==> src/psd_pkg.sv <==
// shared constants and types of the sop delay register bank
package psd_pkg;
   // register addresses on the management interface
   localparam logic [15:0] ADDR_RX_DEL = 16'h9429;
   localparam logic [15:0] ADDR_TX_DEL = 16'h942A;
   localparam logic [15:0] ADDR_DEPTH = 16'h9602;
   localparam logic [15:0] ADDR_WAKE = 16'hA000;
   localparam logic [15:0] ADDR_LV10 = 16'hB403;
   // reset values
   localparam logic [15:0] RST_RX_DEL = 16'h0000;
   localparam logic [12:0] RST_TX_DEL = 13'h0000;
   localparam logic RST_DEPTH = 1'b1;
   localparam logic RST_LV10 = 1'b1;
   localparam logic [15:0] RST_WAKE = 16'h0000;
   localparam logic [15:0] WAKE_MAX = 16'hFFFF;
   localparam logic [15:0] WAKE_ONE = 16'h0001;
   // field layout
   localparam int RX10_LSB = 11;
   localparam int RX100_LSB = 6;
   localparam int RX_FLD_W = 5;
   localparam int TX10_LSB = 8;
   localparam int TX10_W = 5;
   localparam int TX100_LSB = 4;
   localparam int TX100_W = 4;
   localparam int TX_KEEP_W = 13;
   localparam int ONE_BIT = 0;
   // timing
   localparam int CLK_PERIOD_NS = 10;
   localparam int TX_UNIT_NS = 8;
   localparam int DLY_ACC_W = 9;
   // management frame layout
   localparam logic [5:0] PRE_LEN = 6'h20;
   localparam logic [5:0] HDR_LAST = 6'h0C;
   localparam logic [5:0] DATA_LAST = 6'h0F;
   localparam logic [1:0] OP_ADDR = 2'h0;
   localparam logic [1:0] OP_WRITE = 2'h1;
   localparam logic [1:0] OP_RDINC = 2'h2;
   // one management access handed from the serial port to the bank
   typedef struct packed {
      logic [15:0] addr;
      logic [15:0] wdata;
      logic wr;
      logic rd;
   } psd_mreq_t;
endpackage

==> src/psd_delay.sv <==
// one start-of-packet delay line with cancel
`timescale 1ns/100ps
module psd_delay #(
   parameter int ACC_W = 9,
   parameter int STEP = 1
) (
   input wire logic ref_clk, // system clock
   input wire logic sys_rst, // sync reset, high
   input wire logic start, // raw marker event
   input wire logic cancel, // drop pending marker
   input wire logic advance, // add one step
   input wire logic [ACC_W-1:0] target, // delay in accumulator units; each advance adds STEP
   output logic fire // delayed marker pulse
);
   logic busy_r, busy_nxt, fire_r, fire_nxt;
   logic [ACC_W-1:0] acc_r, acc_nxt, tgt_r, tgt_nxt;

   // a new start restarts timing; only one marker in flight
   always_comb begin
      busy_nxt = busy_r;
      acc_nxt = acc_r;
      tgt_nxt = tgt_r;
      fire_nxt = 1'b0;
      if (busy_r) begin
         if (acc_r >= tgt_r) begin
            fire_nxt = 1'b1;
            busy_nxt = 1'b0;
         end else if (advance) begin
            acc_nxt = acc_r + ACC_W'(STEP);
         end
      end
      if (start) begin
         busy_nxt = 1'b1;
         acc_nxt = '0;
         tgt_nxt = target;
      end
      // cancel wins so a disabled path never emits
      if (cancel) begin
         busy_nxt = 1'b0;
         fire_nxt = 1'b0;
      end
   end

   always_ff @(posedge ref_clk) begin
      if (sys_rst) begin
         busy_r <= 1'b0;
         acc_r <= '0;
         tgt_r <= '0;
         fire_r <= 1'b0;
      end else begin
         busy_r <= busy_nxt;
         acc_r <= acc_nxt;
         tgt_r <= tgt_nxt;
         fire_r <= fire_nxt;
      end
   end

   assign fire = fire_r;
endmodule

==> src/psd_mdio.sv <==
// serial management port, indirect addressed frames
`timescale 1ns/100ps
module psd_mdio #(
   parameter logic [4:0] PHY_ADDR = 5'h00
) (
   input wire logic ref_clk, // system clock
   input wire logic sys_rst, // sync reset, high
   input wire logic mdcPin, // management clock pin
   input wire logic mdioIn, // data pin, input side
   output logic mdioOut, // data pin, output side
   output logic mdioOe, // data pin enable, high drives
   output psd_pkg::psd_mreq_t req, // access to the bank
   input wire logic [15:0] rdData // read value for req.addr
);
   typedef enum {S_PRE, S_HDR, S_TURN, S_DATA} psd_mst_t;
   psd_mst_t st_r, st_nxt;
   logic mdcS1, mdcS2, mdcS3, datS1, datS2;
   logic [5:0] cnt_r, cnt_nxt;
   logic [15:0] sh_r, sh_nxt, ptr_r, ptr_nxt, out_r, out_nxt;
   logic [1:0] op_r, op_nxt;
   logic hit_r, hit_nxt, oe_r, oe_nxt, do_r, do_nxt;
   psd_pkg::psd_mreq_t req_r, req_nxt;
   logic rise, bitIn, isRd;
   logic [12:0] hdr;
   logic [15:0] word;

   // pins are asynchronous: two flops, third only for the edge
   always_ff @(posedge ref_clk) begin
      if (sys_rst) begin
         // idle level of the clock pin is high: no false rise after reset
         mdcS1 <= 1'b1;
         mdcS2 <= 1'b1;
         mdcS3 <= 1'b1;
         datS1 <= 1'b1;
         datS2 <= 1'b1;
      end else begin
         mdcS1 <= mdcPin;
         mdcS2 <= mdcS1;
         mdcS3 <= mdcS2;
         datS1 <= mdioIn;
         datS2 <= datS1;
      end
   end

   assign rise = mdcS2 && !mdcS3;
   assign bitIn = datS2;
   assign hdr = {sh_r[11:0], bitIn};
   assign word = {sh_r[14:0], bitIn};
   assign isRd = op_r[1];

   // frame walker, one step per management clock rise
   always_comb begin
      st_nxt = st_r;
      cnt_nxt = cnt_r;
      sh_nxt = sh_r;
      ptr_nxt = ptr_r;
      out_nxt = out_r;
      op_nxt = op_r;
      hit_nxt = hit_r;
      oe_nxt = oe_r;
      do_nxt = do_r;
      req_nxt = req_r;
      req_nxt.wr = 1'b0;
      req_nxt.rd = 1'b0;
      req_nxt.addr = ptr_r;
      // read data is taken the cycle after the read strobe
      if (req_r.rd) begin
         out_nxt = rdData;
      end
      if (rise) begin
         case (st_r)
            S_PRE: begin
               if (bitIn) begin
                  cnt_nxt = (cnt_r == psd_pkg::PRE_LEN) ? cnt_r : cnt_r + 6'h01;
               end else if (cnt_r == psd_pkg::PRE_LEN) begin
                  st_nxt = S_HDR;
                  cnt_nxt = '0;
               end else begin
                  cnt_nxt = '0;
               end
            end
            S_HDR: begin
               sh_nxt = {sh_r[14:0], bitIn};
               cnt_nxt = cnt_r + 6'h01;
               // thirteenth header bit: second start bit through last device bit
               if (cnt_r == psd_pkg::HDR_LAST) begin
                  op_nxt = hdr[11:10];
                  hit_nxt = !hdr[12] && (hdr[9:5] == PHY_ADDR);
                  st_nxt = S_TURN;
                  cnt_nxt = '0;
                  req_nxt.rd = !hdr[12] && (hdr[9:5] == PHY_ADDR) && hdr[11];
               end
            end
            S_TURN: begin
               cnt_nxt = cnt_r + 6'h01;
               if (cnt_r == '0) begin
                  oe_nxt = hit_r && isRd;
                  do_nxt = 1'b0;
               end else begin
                  st_nxt = S_DATA;
                  cnt_nxt = '0;
                  do_nxt = out_r[15];
                  out_nxt = {out_r[14:0], 1'b0};
               end
            end
            S_DATA: begin
               sh_nxt = word;
               cnt_nxt = cnt_r + 6'h01;
               do_nxt = out_r[15];
               out_nxt = {out_r[14:0], 1'b0};
               if (cnt_r == psd_pkg::DATA_LAST) begin
                  st_nxt = S_PRE;
                  cnt_nxt = '0;
                  oe_nxt = 1'b0;
                  if (hit_r && op_r == psd_pkg::OP_ADDR) begin
                     ptr_nxt = word;
                  end
                  if (hit_r && op_r == psd_pkg::OP_WRITE) begin
                     req_nxt.wr = 1'b1;
                     req_nxt.wdata = word;
                  end
                  if (hit_r && op_r == psd_pkg::OP_RDINC) begin
                     ptr_nxt = ptr_r + 16'h0001;
                  end
               end
            end
            default: st_nxt = S_PRE;
         endcase
      end
   end

   always_ff @(posedge ref_clk) begin
      if (sys_rst) begin
         st_r <= S_PRE;
         cnt_r <= '0;
         sh_r <= '0;
         ptr_r <= '0;
         out_r <= '0;
         op_r <= '0;
         hit_r <= 1'b0;
         oe_r <= 1'b0;
         do_r <= 1'b0;
         req_r <= '0;
      end else begin
         st_r <= st_nxt;
         cnt_r <= cnt_nxt;
         sh_r <= sh_nxt;
         ptr_r <= ptr_nxt;
         out_r <= out_nxt;
         op_r <= op_nxt;
         hit_r <= hit_nxt;
         oe_r <= oe_nxt;
         do_r <= do_nxt;
         req_r <= req_nxt;
      end
   end

   assign mdioOut = do_r;
   assign mdioOe = oe_r;
   assign req = req_r;
endmodule

==> src/psd_sop_regs.sv <==
// sop delay, fifo depth unit, wake fault count and 10m low-voltage registers
// What this block does
// rx marker delay at 10M, rx clocks
// rx marker delay at 100M, rx clocks
// tx marker delay at 10M, 8 ns units
// tx marker delay at 100M, 8 ns units
// software should set 10M tx delay twenty
// software should set 100M tx delay zero
// depth unit bit: bytes or nibbles, resets one
// byte counting uses larger prefill, longer latency
// sixteen-bit counter of wake faults
// reading wake fault counter clears it
// low-voltage 10M variant while bit set
// markers only while their enable set
// tx marker taken after the transmit fifo
// wake fault counter saturates until read
`timescale 1ns/100ps
module psd_sop_regs #(
   parameter logic [4:0] PHY_ADDR = 5'h00,
   parameter logic [3:0] PREFILL_NIB = 4'h2,
   parameter logic [3:0] PREFILL_BYTE = 4'h4
) (
   input wire logic ref_clk, // 100 MHz system clock
   input wire logic sys_rst, // sync reset, high
   input wire logic mdcPin, // management clock pin
   input wire logic mdioIn, // management data, input side
   output logic mdioOut, // management data, output side
   output logic mdioOe, // management data drive enable
   input wire logic speed100, // link is 100M when high
   input wire logic rxClkTick, // one pulse per rx clock cycle
   input wire logic rxSopRaw, // undelayed rx marker pulse
   input wire logic txSopRaw, // undelayed tx marker, fifo output
   input wire logic rxMarkerEnable, // rx marker generation on
   input wire logic txMarkerEnable, // tx marker generation on
   input wire logic wakeFault, // wake sequence overran, pulse
   output logic rxSop, // delayed rx marker pulse
   output logic txSop, // delayed tx marker pulse
   output logic lowVolt10m, // 10M runs low-voltage variant
   output logic fifoDepthInBytes, // fifo depth counted in bytes
   output logic [3:0] fifoPrefill // tx fifo prefill, nibbles
);
   logic [15:0] rxDel_r, rxDel_nxt;
   logic [12:0] txDel_r, txDel_nxt;
   logic depth_r, depth_nxt, lv10_r, lv10_nxt;
   logic [15:0] wake_r, wake_nxt, rdData;
   logic [3:0] prefill_r, prefill_nxt;
   logic cntRead, rxStart, txStart;
   logic [psd_pkg::RX_FLD_W-1:0] rxFld10, rxFld100;
   logic [psd_pkg::TX10_W-1:0] txFld10;
   logic [psd_pkg::TX100_W-1:0] txFld100;
   logic [psd_pkg::DLY_ACC_W-1:0] rxTarget, txTarget;
   psd_pkg::psd_mreq_t req;

   // serial management port
   psd_mdio #(
      .PHY_ADDR(PHY_ADDR)
   ) u_mdio (
      .ref_clk(ref_clk),
      .sys_rst(sys_rst),
      .mdcPin(mdcPin),
      .mdioIn(mdioIn),
      .mdioOut(mdioOut),
      .mdioOe(mdioOe),
      .req(req),
      .rdData(rdData)
   );

   // field views of the delay registers
   assign rxFld10 = rxDel_r[psd_pkg::RX10_LSB +: psd_pkg::RX_FLD_W];
   assign rxFld100 = rxDel_r[psd_pkg::RX100_LSB +: psd_pkg::RX_FLD_W];
   assign txFld10 = txDel_r[psd_pkg::TX10_LSB +: psd_pkg::TX10_W];
   assign txFld100 = txDel_r[psd_pkg::TX100_LSB +: psd_pkg::TX100_W];

   // rx delay counts rx clock ticks, picked by speed at start
   assign rxTarget = speed100 ? psd_pkg::DLY_ACC_W'(rxFld100)
                              : psd_pkg::DLY_ACC_W'(rxFld10);
   // tx delay in ns; the 10 ns clock steps past each 8 ns unit
   assign txTarget = speed100
      ? psd_pkg::DLY_ACC_W'(txFld100 * psd_pkg::TX_UNIT_NS)
      : psd_pkg::DLY_ACC_W'(txFld10 * psd_pkg::TX_UNIT_NS);

   // raw markers pass only while their enable is set
   assign rxStart = rxSopRaw && rxMarkerEnable;
   // tx raw marker is tapped at the fifo output, not its input
   assign txStart = txSopRaw && txMarkerEnable; // see

   psd_delay #(
      .ACC_W(psd_pkg::DLY_ACC_W),
      .STEP(1)
   ) u_rxDelay (
      .ref_clk(ref_clk),
      .sys_rst(sys_rst),
      .start(rxStart),
      .cancel(!rxMarkerEnable),
      .advance(rxClkTick), // see
      .target(rxTarget),
      .fire(rxSop)
   );

   psd_delay #(
      .ACC_W(psd_pkg::DLY_ACC_W),
      .STEP(psd_pkg::CLK_PERIOD_NS)
   ) u_txDelay (
      .ref_clk(ref_clk),
      .sys_rst(sys_rst),
      .start(txStart),
      .cancel(!txMarkerEnable),
      .advance(1'b1), // see
      .target(txTarget),
      .fire(txSop)
   );

   // a read of the counter is its clear; strobe comes with the address
   assign cntRead = req.rd && (req.addr == psd_pkg::ADDR_WAKE);

   // read mux; unmapped addresses and reserved bits read zero
   always_comb begin
      rdData = '0;
      case (req.addr)
         psd_pkg::ADDR_RX_DEL: rdData = rxDel_r;
         psd_pkg::ADDR_TX_DEL: rdData = {3'h0, txDel_r};
         psd_pkg::ADDR_DEPTH: rdData = {15'h0000, depth_r};
         psd_pkg::ADDR_WAKE: rdData = wake_r;
         psd_pkg::ADDR_LV10: rdData = {15'h0000, lv10_r};
         default: rdData = '0;
      endcase
   end

   // register writes, counter update and prefill choice
   always_comb begin
      rxDel_nxt = rxDel_r;
      txDel_nxt = txDel_r;
      depth_nxt = depth_r;
      lv10_nxt = lv10_r;
      wake_nxt = wake_r;
      // nibble interface: byte counting needs the deeper prefill
      prefill_nxt = depth_r ? PREFILL_BYTE : PREFILL_NIB; // see
      if (req.wr) begin
         case (req.addr)
            psd_pkg::ADDR_RX_DEL: rxDel_nxt = req.wdata;
            psd_pkg::ADDR_TX_DEL: txDel_nxt = req.wdata[psd_pkg::TX_KEEP_W-1:0];
            psd_pkg::ADDR_DEPTH: depth_nxt = req.wdata[psd_pkg::ONE_BIT];
            psd_pkg::ADDR_LV10: lv10_nxt = req.wdata[psd_pkg::ONE_BIT];
            default: ;
         endcase
      end
      // a fault in the read cycle is kept: it becomes the new count
      if (wakeFault) begin
         if (cntRead) begin
            wake_nxt = psd_pkg::WAKE_ONE;
         end else if (wake_r != psd_pkg::WAKE_MAX) begin
            wake_nxt = wake_r + psd_pkg::WAKE_ONE;
         end else begin
            wake_nxt = wake_r;
         end
      end else if (cntRead) begin
         wake_nxt = psd_pkg::RST_WAKE;
      end
   end

   always_ff @(posedge ref_clk) begin
      if (sys_rst) begin
         rxDel_r <= psd_pkg::RST_RX_DEL;
         txDel_r <= psd_pkg::RST_TX_DEL;
         depth_r <= psd_pkg::RST_DEPTH;
         lv10_r <= psd_pkg::RST_LV10;
         wake_r <= psd_pkg::RST_WAKE;
         prefill_r <= PREFILL_BYTE;
      end else begin
         rxDel_r <= rxDel_nxt;
         txDel_r <= txDel_nxt;
         depth_r <= depth_nxt;
         lv10_r <= lv10_nxt;
         wake_r <= wake_nxt;
         prefill_r <= prefill_nxt;
      end
   end

   // low-voltage choice only matters on 10M links; the phy reads it there
   assign lowVolt10m = lv10_r;
   assign fifoDepthInBytes = depth_r;
   assign fifoPrefill = prefill_r;
endmodule

==> config.mk <==
export PLATFORM = sky130hd
export DESIGN_NAME = psd_sop_regs
export DESIGN_NICKNAME = d
export VERILOG_FILES = /design/src/psd_pkg.sv /design/src/psd_delay.sv /design/src/psd_mdio.sv /design/src/psd_sop_regs.sv
export SDC_FILE = /design/constraint.sdc
export NUM_CORES = 1
export LEC_CHECK = 0
export ABC_AREA = 1
export ABC_CLOCK_PERIOD_IN_PS = 4710
export BUFFER_PORTS_ARGS = -buffer_cell sky130_fd_sc_hd__buf_2
export CAP_MARGIN = 40
export CORE_AREA = 3 3 95 166
export DETAILED_ROUTE_END_ITERATION = 16
export DIE_AREA = 0 0 98 169
export GPL_ROUTABILITY_DRIVEN = 1
export GPL_TIMING_DRIVEN = 0
export PLACE_DENSITY_LB_ADDON = 0.12
export SLEW_MARGIN = 15
export SYNTH_ARGS = -nofsm -noshare
export SYNTH_HDL_FRONTEND = slang
export SYNTH_SLANG_ARGS = --single-unit
==> constraint.sdc <==
create_clock -name ref_clk -period 4.71 [get_ports ref_clk]
set_input_delay 1.413 -clock ref_clk [delete_from_list [all_inputs] [get_ports ref_clk]]
set_output_delay 1.413 -clock ref_clk [all_outputs]
set_load 0.01 [all_outputs]
==> reports/qor.txt, run 1 <==
filler cell count: 1367
CP Data Arrival Time: 2.89 ns
Max IR drop VDD: 0.2351 mV
Starting Density: 59.04%
row cnt: 59
Gate power share: 3.5%
most frequent cells in the layout: 304 x nand2_1, 179 x dfxtp_1, 138 x inv_1
CTS sink count: 179
largest net degree at the start of global routing: 19
cell area after synthesis: 0.008673 mm²
WHS Endpoint: u_mdio.bitIn$_SDFF_PP1_
Slew HR: 46.15%
post-cts sizing count: 0
port bufs: 17
top cell type's share of synthesized area: 41.32%
slew at the pin with the worst max-slew slack: 0.8077 ns
area leader, netlist: dfxtp_1
crit path time final: 2.610 ns
Area Growth Syn to Fin: 10.33%
Tot Pwr: 3.020 mW
slowest cell on the critical path: clkbuf_1
Post-Layout Cell Count: 1469
DIE WIDTH: 98 µm
average size of a mapped cell: 7.012 µm²
latest clock arrival within the worst-skew pair: 0.43 ns
GRT Total Usage: 27.95%
htree depth: 4
Synth Flop Type: dfxtp_1
Core Box Area: 0.01469 mm²
critical path launch point: sys_rst
first-pass GRT wire length: 36910 µm
worst-path maximum fanout: 10
Syn. warnings: 0
post-synthesis sequential area ratio: 41.32%
sequential share of power: 50.5%
layout cells sized above 1: 9.331%
power per cell area: 315.6 mW/mm²
hold path depth: 1
#FFs+latches synth: 179
CP peak stage delay: 0.67 ns
max-cap violations: 0
kind of critical path: input pin to flop
mean number of vias per cell: 5.469
Clk network pwr share: 46.0%
drt wl/cell: 15.68 µm
dpl ws: 1.690 ns
antenna cells: 0
slack of the critical path: 2.100 ns
area of the multi-input gates: 0.004285 mm²
number of flops mapped to enable cells by yosys: 0
RSZ-0062 raised after global routing: false
most common cell after layout, fill and taps aside: nand2_1
DRC: 0
synth unique cells: 49
dpl hpwl: 17620 µm
Setup violations, final: 0
initial antenna violation count: 0
Final Cycle Share: 55.40%
setup_tns: 0 ns
Fin. Hold Viols: 0
reg2reg end: u_mdio.hit_r$_SDFFE_PP0P_
count of pins over their slew limit: 0
die area: 0.01656 mm²
Worst EP required: 4.99 ns
nets: 1306
global route overflow: 0
CTS tree: yes
dpl cells: 1438
Post-Route WL: 23030 µm
Reg2Reg Setup Slack: 2.63 ns
min-delay src: u_mdio.datS1$_SDFF_PP1_
CTS Buf Count: 17
Setup Buffers After CTS: 0
crit path launch type: input pin
internal power: 2.269 mW
post-route ant nets: 0
Hold-fix buffers, CTS: 0
status: completed
number of global-route vias before repair: 7848
main area contributors after synthesis: dfxtp_1 41%, nand2_1 13%, nand3_1 6.1%, a21oi_1 6.0%, inv_1 6.0%
FF-to-FF Start: u_mdio.mdcS2$_SDFF_PP1_
Net Sw Frac: 24.87%
Iter 0 DRT Violations: 432
NetSw: 0.7511 mW
Die Height: 169 µm
cells along the critical path: buf_2, clkbuf_1, clkbuf_1, a21oi_1
async set-reset flop share out of synthesis: 0%
static leakage: 3.862 nW
worst reg-to-reg path cell count: 6
clock-pin slew on the worst setup and hold paths: 0.08 ns
Placer Congestion: 0.9660
Synth Instances: 1237
min-delay worst type: flop to flop
Critical Path Most Common Cell: clkbuf_1
register area: 0.003583 mm²
drt pass-1 iters: 5
Max Freq: 383.2 MHz
Longest Clk Path Bufs: 2
skew final: 0.01422 ns
CTS root buffer: clkbuf_16
fin util: 65.14%
vias: 8034
CP Capture Type: flop
I/O pins: 21
## power by group through the flow
stage / Combinational (mW) / Clock [mW] / Sequential, mW
2_1_floorplan: 0.0716 / 0 / 1.56
3_3_place_gp: 0.104 / 0 / 1.56
3_5_place_dp: 0.105 / 0 / 1.56
4_1_cts: 0.106 / 1.41 / 1.52
5_1_grt: 0.119 / 1.47 / 1.52
6_report: 0.106 / 1.39 / 1.52
## how the worst max path moves through the flow
| stage | end | slack (ns) | cells past startpoint |
|---|---|---|---|
| finish | u_mdio.hit_r$_SDFFE_PP0P_ | 2.10 | 4 |
| global route | u_mdio.mdioOut$_SDFFE_PP0P_ | 2.04 | 4 |
| CTS | u_mdio.mdioOe$_SDFFE_PP0P_ | 2.14 | 4 |
| detailed placement | u_mdio.mdioOe$_SDFFE_PP0P_ | 1.69 | 4 |
| global placement | u_mdio.mdioOe$_SDFFE_PP0P_ | 1.71 | 4 |
| floorplan | u_txDelay.tgt_r[4]$_SDFFE_PP0P_ | 2.35 | 4 |
## through the flow
stage,hold WS (ns),cell area [µm²]
2_1_floorplan,0.3895,8677
3_3_place_gp,0.3912,8991
3_5_place_dp,0.3996,8991
4_1_cts,0.4226,9569
5_1_grt,0.4375,9569
6_report,0.4182,9569
## metal layers
layer | vias to the layer above | GRT usage, % | wire (µm)
met4 | 0 | 19.65 | 1451
met3 | 84 | 4.371 | 681
met1 | 3656 | 27.15 | 8443
met2 | 214 | 52.61 | 12450
met5 | - | 0 | 0
li1 | 4080 | - | -
## registers in the layout, indices dropped and copies added, names as in the netlist, 2 cells and up
register	cells
u_mdio.req	34
rxDel_r	16
u_mdio.out_r	16
u_mdio.ptr_r	16
wake_r	16
u_mdio.sh_r	15
txDel_r	13
u_rxDelay.acc_r	9
u_txDelay.acc_r	8
u_mdio.cnt_r	6
u_rxDelay.tgt_r	5
u_txDelay.tgt_r	5
fifoPrefill	2
u_mdio.op_r	2
u_mdio.st_r	2
## worst max-delay path, delay by kind of cell
family	cells	cell delay, ns
compound gates	1	0.09
buf+inv	3	1.38
## area by class of cell
type | count | share of cell area [%]
tap | 183 | 2.393
sequential | 179 | 37.45
multi-input combinational | 867 | 44.78
inverter | 145 | 5.701
clock inverter | 13 | 1.451
buffer | 47 | 2.746
clock buffer | 18 | 4.589
timing repair buffer | 17 | 0.8891
## Yosys cell counts (all sizes together), types with 2 or more instances
cell type,instances
nor3,13
nand4,17
o22ai,3
dfxtp,179
nand2,307
o21ai,96
nand3b,4
inv,142
nand3,112
clkbuf,17
o32ai,4
a21oi,106
clkinv,3
xnor2,3
nor2,142
buf,30
ha,21
o211ai,8
o21a,2
xor2,14
or2,4
## cell families (layout without fill, tap and decap cells)
group / count (synthesis) / after routing / share of synthesized area, %
other cells: 1 / 2 / 0.04324
buf+inv: 192 / 240 / 9.319
compound gates: 226 / 226 / 14.05
simple gates: 601 / 601 / 30.53
xor+xnor: 17 / 17 / 1.717
fa+ha+maj: 21 / 21 / 3.029
flops: 179 / 179 / 41.32
Power figures use the tool's default switching activity.
==> inputs of run 2 (changes only) <==
--- a/config.mk
+++ b/config.mk
@@ -6,12 +6,12 @@
 export NUM_CORES = 1
 export LEC_CHECK = 0
 export ABC_AREA = 1
-export ABC_CLOCK_PERIOD_IN_PS = 4710
+export ABC_CLOCK_PERIOD_IN_PS = 2400
 export BUFFER_PORTS_ARGS = -buffer_cell sky130_fd_sc_hd__buf_2
 export CAP_MARGIN = 40
-export CORE_AREA = 3 3 95 166
+export CORE_AREA = 3 3 98 170
 export DETAILED_ROUTE_END_ITERATION = 16
-export DIE_AREA = 0 0 98 169
+export DIE_AREA = 0 0 101 173
 export GPL_ROUTABILITY_DRIVEN = 1
 export GPL_TIMING_DRIVEN = 0
 export PLACE_DENSITY_LB_ADDON = 0.12
==> constraint.sdc (replaced) <==
create_clock -name ref_clk -period 2.4 [get_ports ref_clk]
set_input_delay 0.72 -clock ref_clk [delete_from_list [all_inputs] [get_ports ref_clk]]
set_output_delay 0.72 -clock ref_clk [all_outputs]
set_load 0.01 [all_outputs]
==> run 2 against run 1 <==
Critical path depth grew 2; sequential cell count is the same; global-route usage shrank 1.2 points; power grew 100%; clock-buffer cell count grew 1; design area grew 0.30%; highest routed layer unchanged; die area grew 5.5%; worst hold slack gained 0.0089 ns; sequential power grew 97%; largest cell class unchanged; cell count grew 0.27%; sequential share of layout area shrank 0.11 points; register-to-register slack lost 2.3 ns.
==> reports/qor.txt, run 2 (synthesis gave the netlist of run 1 again) <==
status: completed
Fin. Hold Viols: 0
port bufs: 17
NetSw: 1.475 mW
Finished Cell Area: 0.009598 mm²
slack of the critical path: 0.3269 ns
placed cell area: 0.008995 mm²
Setup Buffers After CTS: 0
dpl hpwl: 17510 µm
Clk network pwr share: 47.0%
nets: 1306
Gate power share: 3.4%
Longest Clk Path Bufs: 2
number of global-route vias before repair: 7721
Reg2Reg Setup Slack: 0.33 ns
max FFs per register: 34
most frequent cells in the layout: 304 x nand2_1, 179 x dfxtp_1, 138 x inv_1
slew at the pin with the worst max-slew slack: 0.8274 ns
DRC: 0
CTS tree: yes
sequential share of power: 49.6%
CTS root buffer: clkbuf_16
worst-path maximum fanout: 4
Placer Congestion: 0.9324
row cnt: 60
max-cap violations: 0
clock-pin slew on the worst setup and hold paths: 0.07 ns
CTS Buf Count: 17
Die Height: 173 µm
fin util: 62.06%
mean number of vias per cell: 5.393
min-delay worst type: flop to flop
crit path time final: 2.073 ns
first-pass GRT wire length: 37340 µm
setup_tns: 0 ns
vias: 7944
CP Capture Type: flop
global route overflow: 0
Post-Route WL: 22700 µm
Worst EP required: 2.76 ns
largest net degree at the start of global routing: 19
static leakage: 3.872 nW
initial antenna violation count: 0
dpl ws: -0.03892 ns
Starting Density: 56.08%
crit path launch type: flop
power per cell area: 628.8 mW/mm²
Iter 0 DRT Violations: 311
Max IR drop VDD: 0.3550 mV
CTS sink count: 179
Slew HR: 44.84%
layout cells sized above 1: 9.324%
Setup violations, final: 0
post-route ant nets: 0
filler cell count: 1483
count of pins over their slew limit: 0
DIE WIDTH: 101 µm
CP Data Arrival Time: 2.43 ns
drt wl/cell: 15.41 µm
Core Box Area: 0.01546 mm²
kind of critical path: flop to flop
most common cell after layout, fill and taps aside: nand2_1
die area: 0.01747 mm²
Hold-fix buffers, CTS: 0
post-cts sizing count: 0
Max Freq: 482.4 MHz
antenna cells: 0
Net Sw Frac: 24.44%
Area Growth Syn to Fin: 10.66%
GRT Total Usage: 26.78%
I/O pins: 21
skew final: 0.01379 ns
RSZ-0062 raised after global routing: false
latest clock arrival within the worst-skew pair: 0.44 ns
drt pass-1 iters: 5
internal power: 4.560 mW
htree depth: 4
Final Cycle Share: 86.38%
run 2: changes by cell type in the layout (fill, tap and decap cells not counted), sizes merged:
| cell | previous run | this run |
|---|---|---|
| bufinv | 0 | 1 |
| clkbuf | 35 | 36 |
| inv | 149 | 148 |
run 2: cell type report:
cell class              instances  area (µm²)  area share [%]
clock inverters                13       160.2           1.669
repair buffers                 17       85.08          0.8865
flip-flops and latches        179        3583           37.34
multi-input cells             867        4285           44.65
plain buffers                  47       262.8           2.738
inverters                     145       545.5           5.684
well taps                     186       232.7           2.425
clock buffers                  19       442.9           4.615
run 2: per-layer routing:
layer / global-route usage, % / share of wire [%]
met2: 50.06 / 54
met5: 0 / 0
met4: 14.36 / 5.1
met3: 3.956 / 2.8
met1: 27.62 / 38
run 2: path summary, 6_finish.rpt:
path                                 from                   endpoint  cells past startpoint
min               u_mdio.mdcS1$_SDFF_PP1_    u_mdio.mdcS2$_SDFF_PP1_                      1
min reg2reg       u_mdio.mdcS1$_SDFF_PP1_    u_mdio.mdcS2$_SDFF_PP1_                      1
max          u_mdio.cnt_r[0]$_SDFFE_PP0P_  u_mdio.hit_r$_SDFFE_PP0P_                      6
max reg2reg  u_mdio.cnt_r[0]$_SDFFE_PP0P_  u_mdio.hit_r$_SDFFE_PP0P_                      6
run 2: worst max-delay path, cell delays in order, from the launching register on:
cell	delay [ns]
dfxtp_1	0.33
inv_1	0.09
ha_1	0.19
nand3_1	0.15
nor3_1	0.61
nand4_1	0.41
a21oi_1	0.22
run 2: power by group through the flow:
stage,clock [mW],combinational [mW],sequential (mW)
2_1_floorplan,0,0.140,3.06
3_3_place_gp,0,0.205,3.06
3_5_place_dp,0,0.207,3.06
4_1_cts,2.87,0.208,2.99
5_1_grt,2.99,0.236,2.99
6_report,2.84,0.207,2.99
run 2: stage by stage:
step	hold WS, ns	power, mW	std cells
5_1_grt	0.4402	6.222	1473
2_1_floorplan	0.3895	3.198	1238
6_report	0.4270	6.035	1473
3_5_place_dp	0.3996	3.268	1441
3_3_place_gp	0.3928	3.265	1441
4_1_cts	0.4294	6.066	1473
==> inputs of run 3 (changes only) <==
--- a/config.mk
+++ b/config.mk
@@ -9,9 +9,9 @@
 export ABC_CLOCK_PERIOD_IN_PS = 2400
 export BUFFER_PORTS_ARGS = -buffer_cell sky130_fd_sc_hd__buf_2
 export CAP_MARGIN = 40
-export CORE_AREA = 3 3 98 170
+export CORE_AREA = 3 3 135 124
 export DETAILED_ROUTE_END_ITERATION = 16
-export DIE_AREA = 0 0 101 173
+export DIE_AREA = 0 0 138 127
 export GPL_ROUTABILITY_DRIVEN = 1
 export GPL_TIMING_DRIVEN = 0
 export PLACE_DENSITY_LB_ADDON = 0.12
==> run 3 against run 2 <==
Worst hold slack worse by 0.0070 ns; non-clock buffer count unchanged; highest routed layer unchanged; clock power about the same.
==> reports/qor.txt, run 3 (synthesis gave the netlist of run 1 again) <==
min-delay worst type: flop to flop
Finished Cell Area: 0.009617 mm²
nets: 1306
Reg2Reg Setup Slack: 0.40 ns
antenna cells: 0
post-route ant nets: 0
Core Box Area: 0.01539 mm²
Post-Layout Cell Count: 1489
htree depth: 4
first-pass GRT wire length: 36370 µm
Final Cycle Share: 83.54%
CTS Buf Count: 17
largest net degree at the start of global routing: 17
post-cts sizing count: 0
DIE WIDTH: 138 µm
slew at the pin with the worst max-slew slack: 0.8141 ns
Tot Pwr: 6.060 mW
latest clock arrival within the worst-skew pair: 0.44 ns
mean number of vias per cell: 5.360
WHS Endpoint: u_mdio.bitIn$_SDFF_PP1_
Fin. Hold Viols: 0
reg2reg end: u_mdio.out_r[5]$_SDFF_PP0_
setup_tns: 0 ns
worst reg-to-reg path cell count: 11
global route overflow: 0
Placer Congestion: 0.9344
min-delay src: u_mdio.datS1$_SDFF_PP1_
DRC: 0
max-cap violations: 0
Starting Density: 56.37%
drt pass-1 iters: 5
met3 GRT Util: 4.678%
CP Data Arrival Time: 2.38 ns
port bufs: 17
worst-path maximum fanout: 10
RSZ-0062 raised after global routing: false
Max Freq: 498.8 MHz
GRT Max-Usage Layer: met2
Setup violations, final: 0
crit path time final: 2.005 ns
Slew HR: 45.73%
fin util: 62.50%
Max IR drop VDD: 0.5718 mV
kind of critical path: flop to flop
CTS root buffer: clkbuf_16
M2 GR Usage: 40.96%
max FFs per register: 34
CTS tree: yes
Iter 0 DRT Violations: 592
most frequent cells in the layout: 304 x nand2_1, 179 x dfxtp_1, 138 x inv_1
routing usage on met1: 35.08%
most common cell after layout, fill and taps aside: nand2_1
Hold-fix buffers, CTS: 0
skew final: 0.01248 ns
row cnt: 43
layout cells sized above 1: 9.324%
Worst EP required: 2.78 ns
vias: 7981
initial antenna violation count: 0
hold path depth: 1
crit path launch type: flop
dpl hpwl: 16590 µm
number of global-route vias before repair: 7334
die area: 0.01753 mm²
drt wl/cell: 15.09 µm
Longest Clk Path Bufs: 2
dpl cells: 1457
Area Growth Syn to Fin: 10.88%
Die Height: 127 µm
static leakage: 3.866 nW
GRT Total Usage: 25.53%
Post-Route WL: 22470 µm
power per cell area: 630.1 mW/mm²
CP Capture Type: flop
clock-pin slew on the worst setup and hold paths: 0.07 ns
Setup Buffers After CTS: 0
placed cell area: 0.009015 mm²
count of pins over their slew limit: 0
CTS sink count: 179
I/O pins: 21
status: completed
FF-to-FF Start: u_mdio.cnt_r[0]$_SDFFE_PP0P_
==> run 3: layout make-up <==
type / instances / area [µm²]
plain buffers: 47 / 262.8
inverters: 145 / 545.5
repair buffers: 17 / 85.08
well taps: 202 / 252.7
multi-input cells: 867 / 4285
flip-flops and latches: 179 / 3583
clock buffers: 19 / 442.9
fillers: 1431 / 5771
clock inverters: 13 / 158.9
==> run 3: worst max-delay path by stage <==
stage	startpoint	endpoint	slack, ns	depth (start not counted)
3_3_place_gp	sys_rst	lowVolt10m$_SDFFE_PP1P_	0.08	5
3_5_place_dp	sys_rst	fifoDepthInBytes$_SDFFE_PP1P_	0.04	5
6_report	u_mdio.cnt_r[0]$_SDFFE_PP0P_	u_mdio.out_r[5]$_SDFF_PP0_	0.40	11
4_1_cts	u_mdio.cnt_r[0]$_SDFFE_PP0P_	u_mdio.out_r[11]$_SDFF_PP0_	0.41	11
2_1_floorplan	sys_rst	u_txDelay.tgt_r[4]$_SDFFE_PP0P_	0.74	4
5_1_grt	u_txDelay.acc_r[6]$_SDFFE_PP0P_	u_txDelay.acc_r[1]$_SDFFE_PP0P_	0.23	8
==> run 3: metrics by stage <==
stage	hold slack (ns)	setup slack [ns]
finish	0.4201	0.3951
global route	0.4313	0.2311
CTS	0.4137	0.4117
detailed placement	0.3978	0.03997
global placement	0.3995	0.08098
floorplan	0.3895	0.7353
==> run 3: power breakdown <==
group / total, mW / switching (mW) / internal, mW
sequential: 2.99 / 0.00984 / 2.98
combinational: 0.211 / 0.150 / 0.0613
clock: 2.86 / 1.19 / 1.66
total: 6.06 / 1.35 / 4.71
==> run 3: metal layers <==
layer	vias up	wire [µm]
met5	-	0
met4	0	520
met3	36	1116
met2	223	10130
met1	3639	10700
li1	4083	-
==> run 3: critical path, stage by stage, from the launching register on <==
cell and delay [ns]:
dfxtp_1 0.36, inv_1 0.07, ha_1 0.21, nand2_1 0.08, nor2_2 0.05, nand2_1 0.09
nand2_1 0.10, a21oi_1 0.38, and2_2 0.29, buf_4 0.18, nand2_1 0.07, nand2_1 0.06
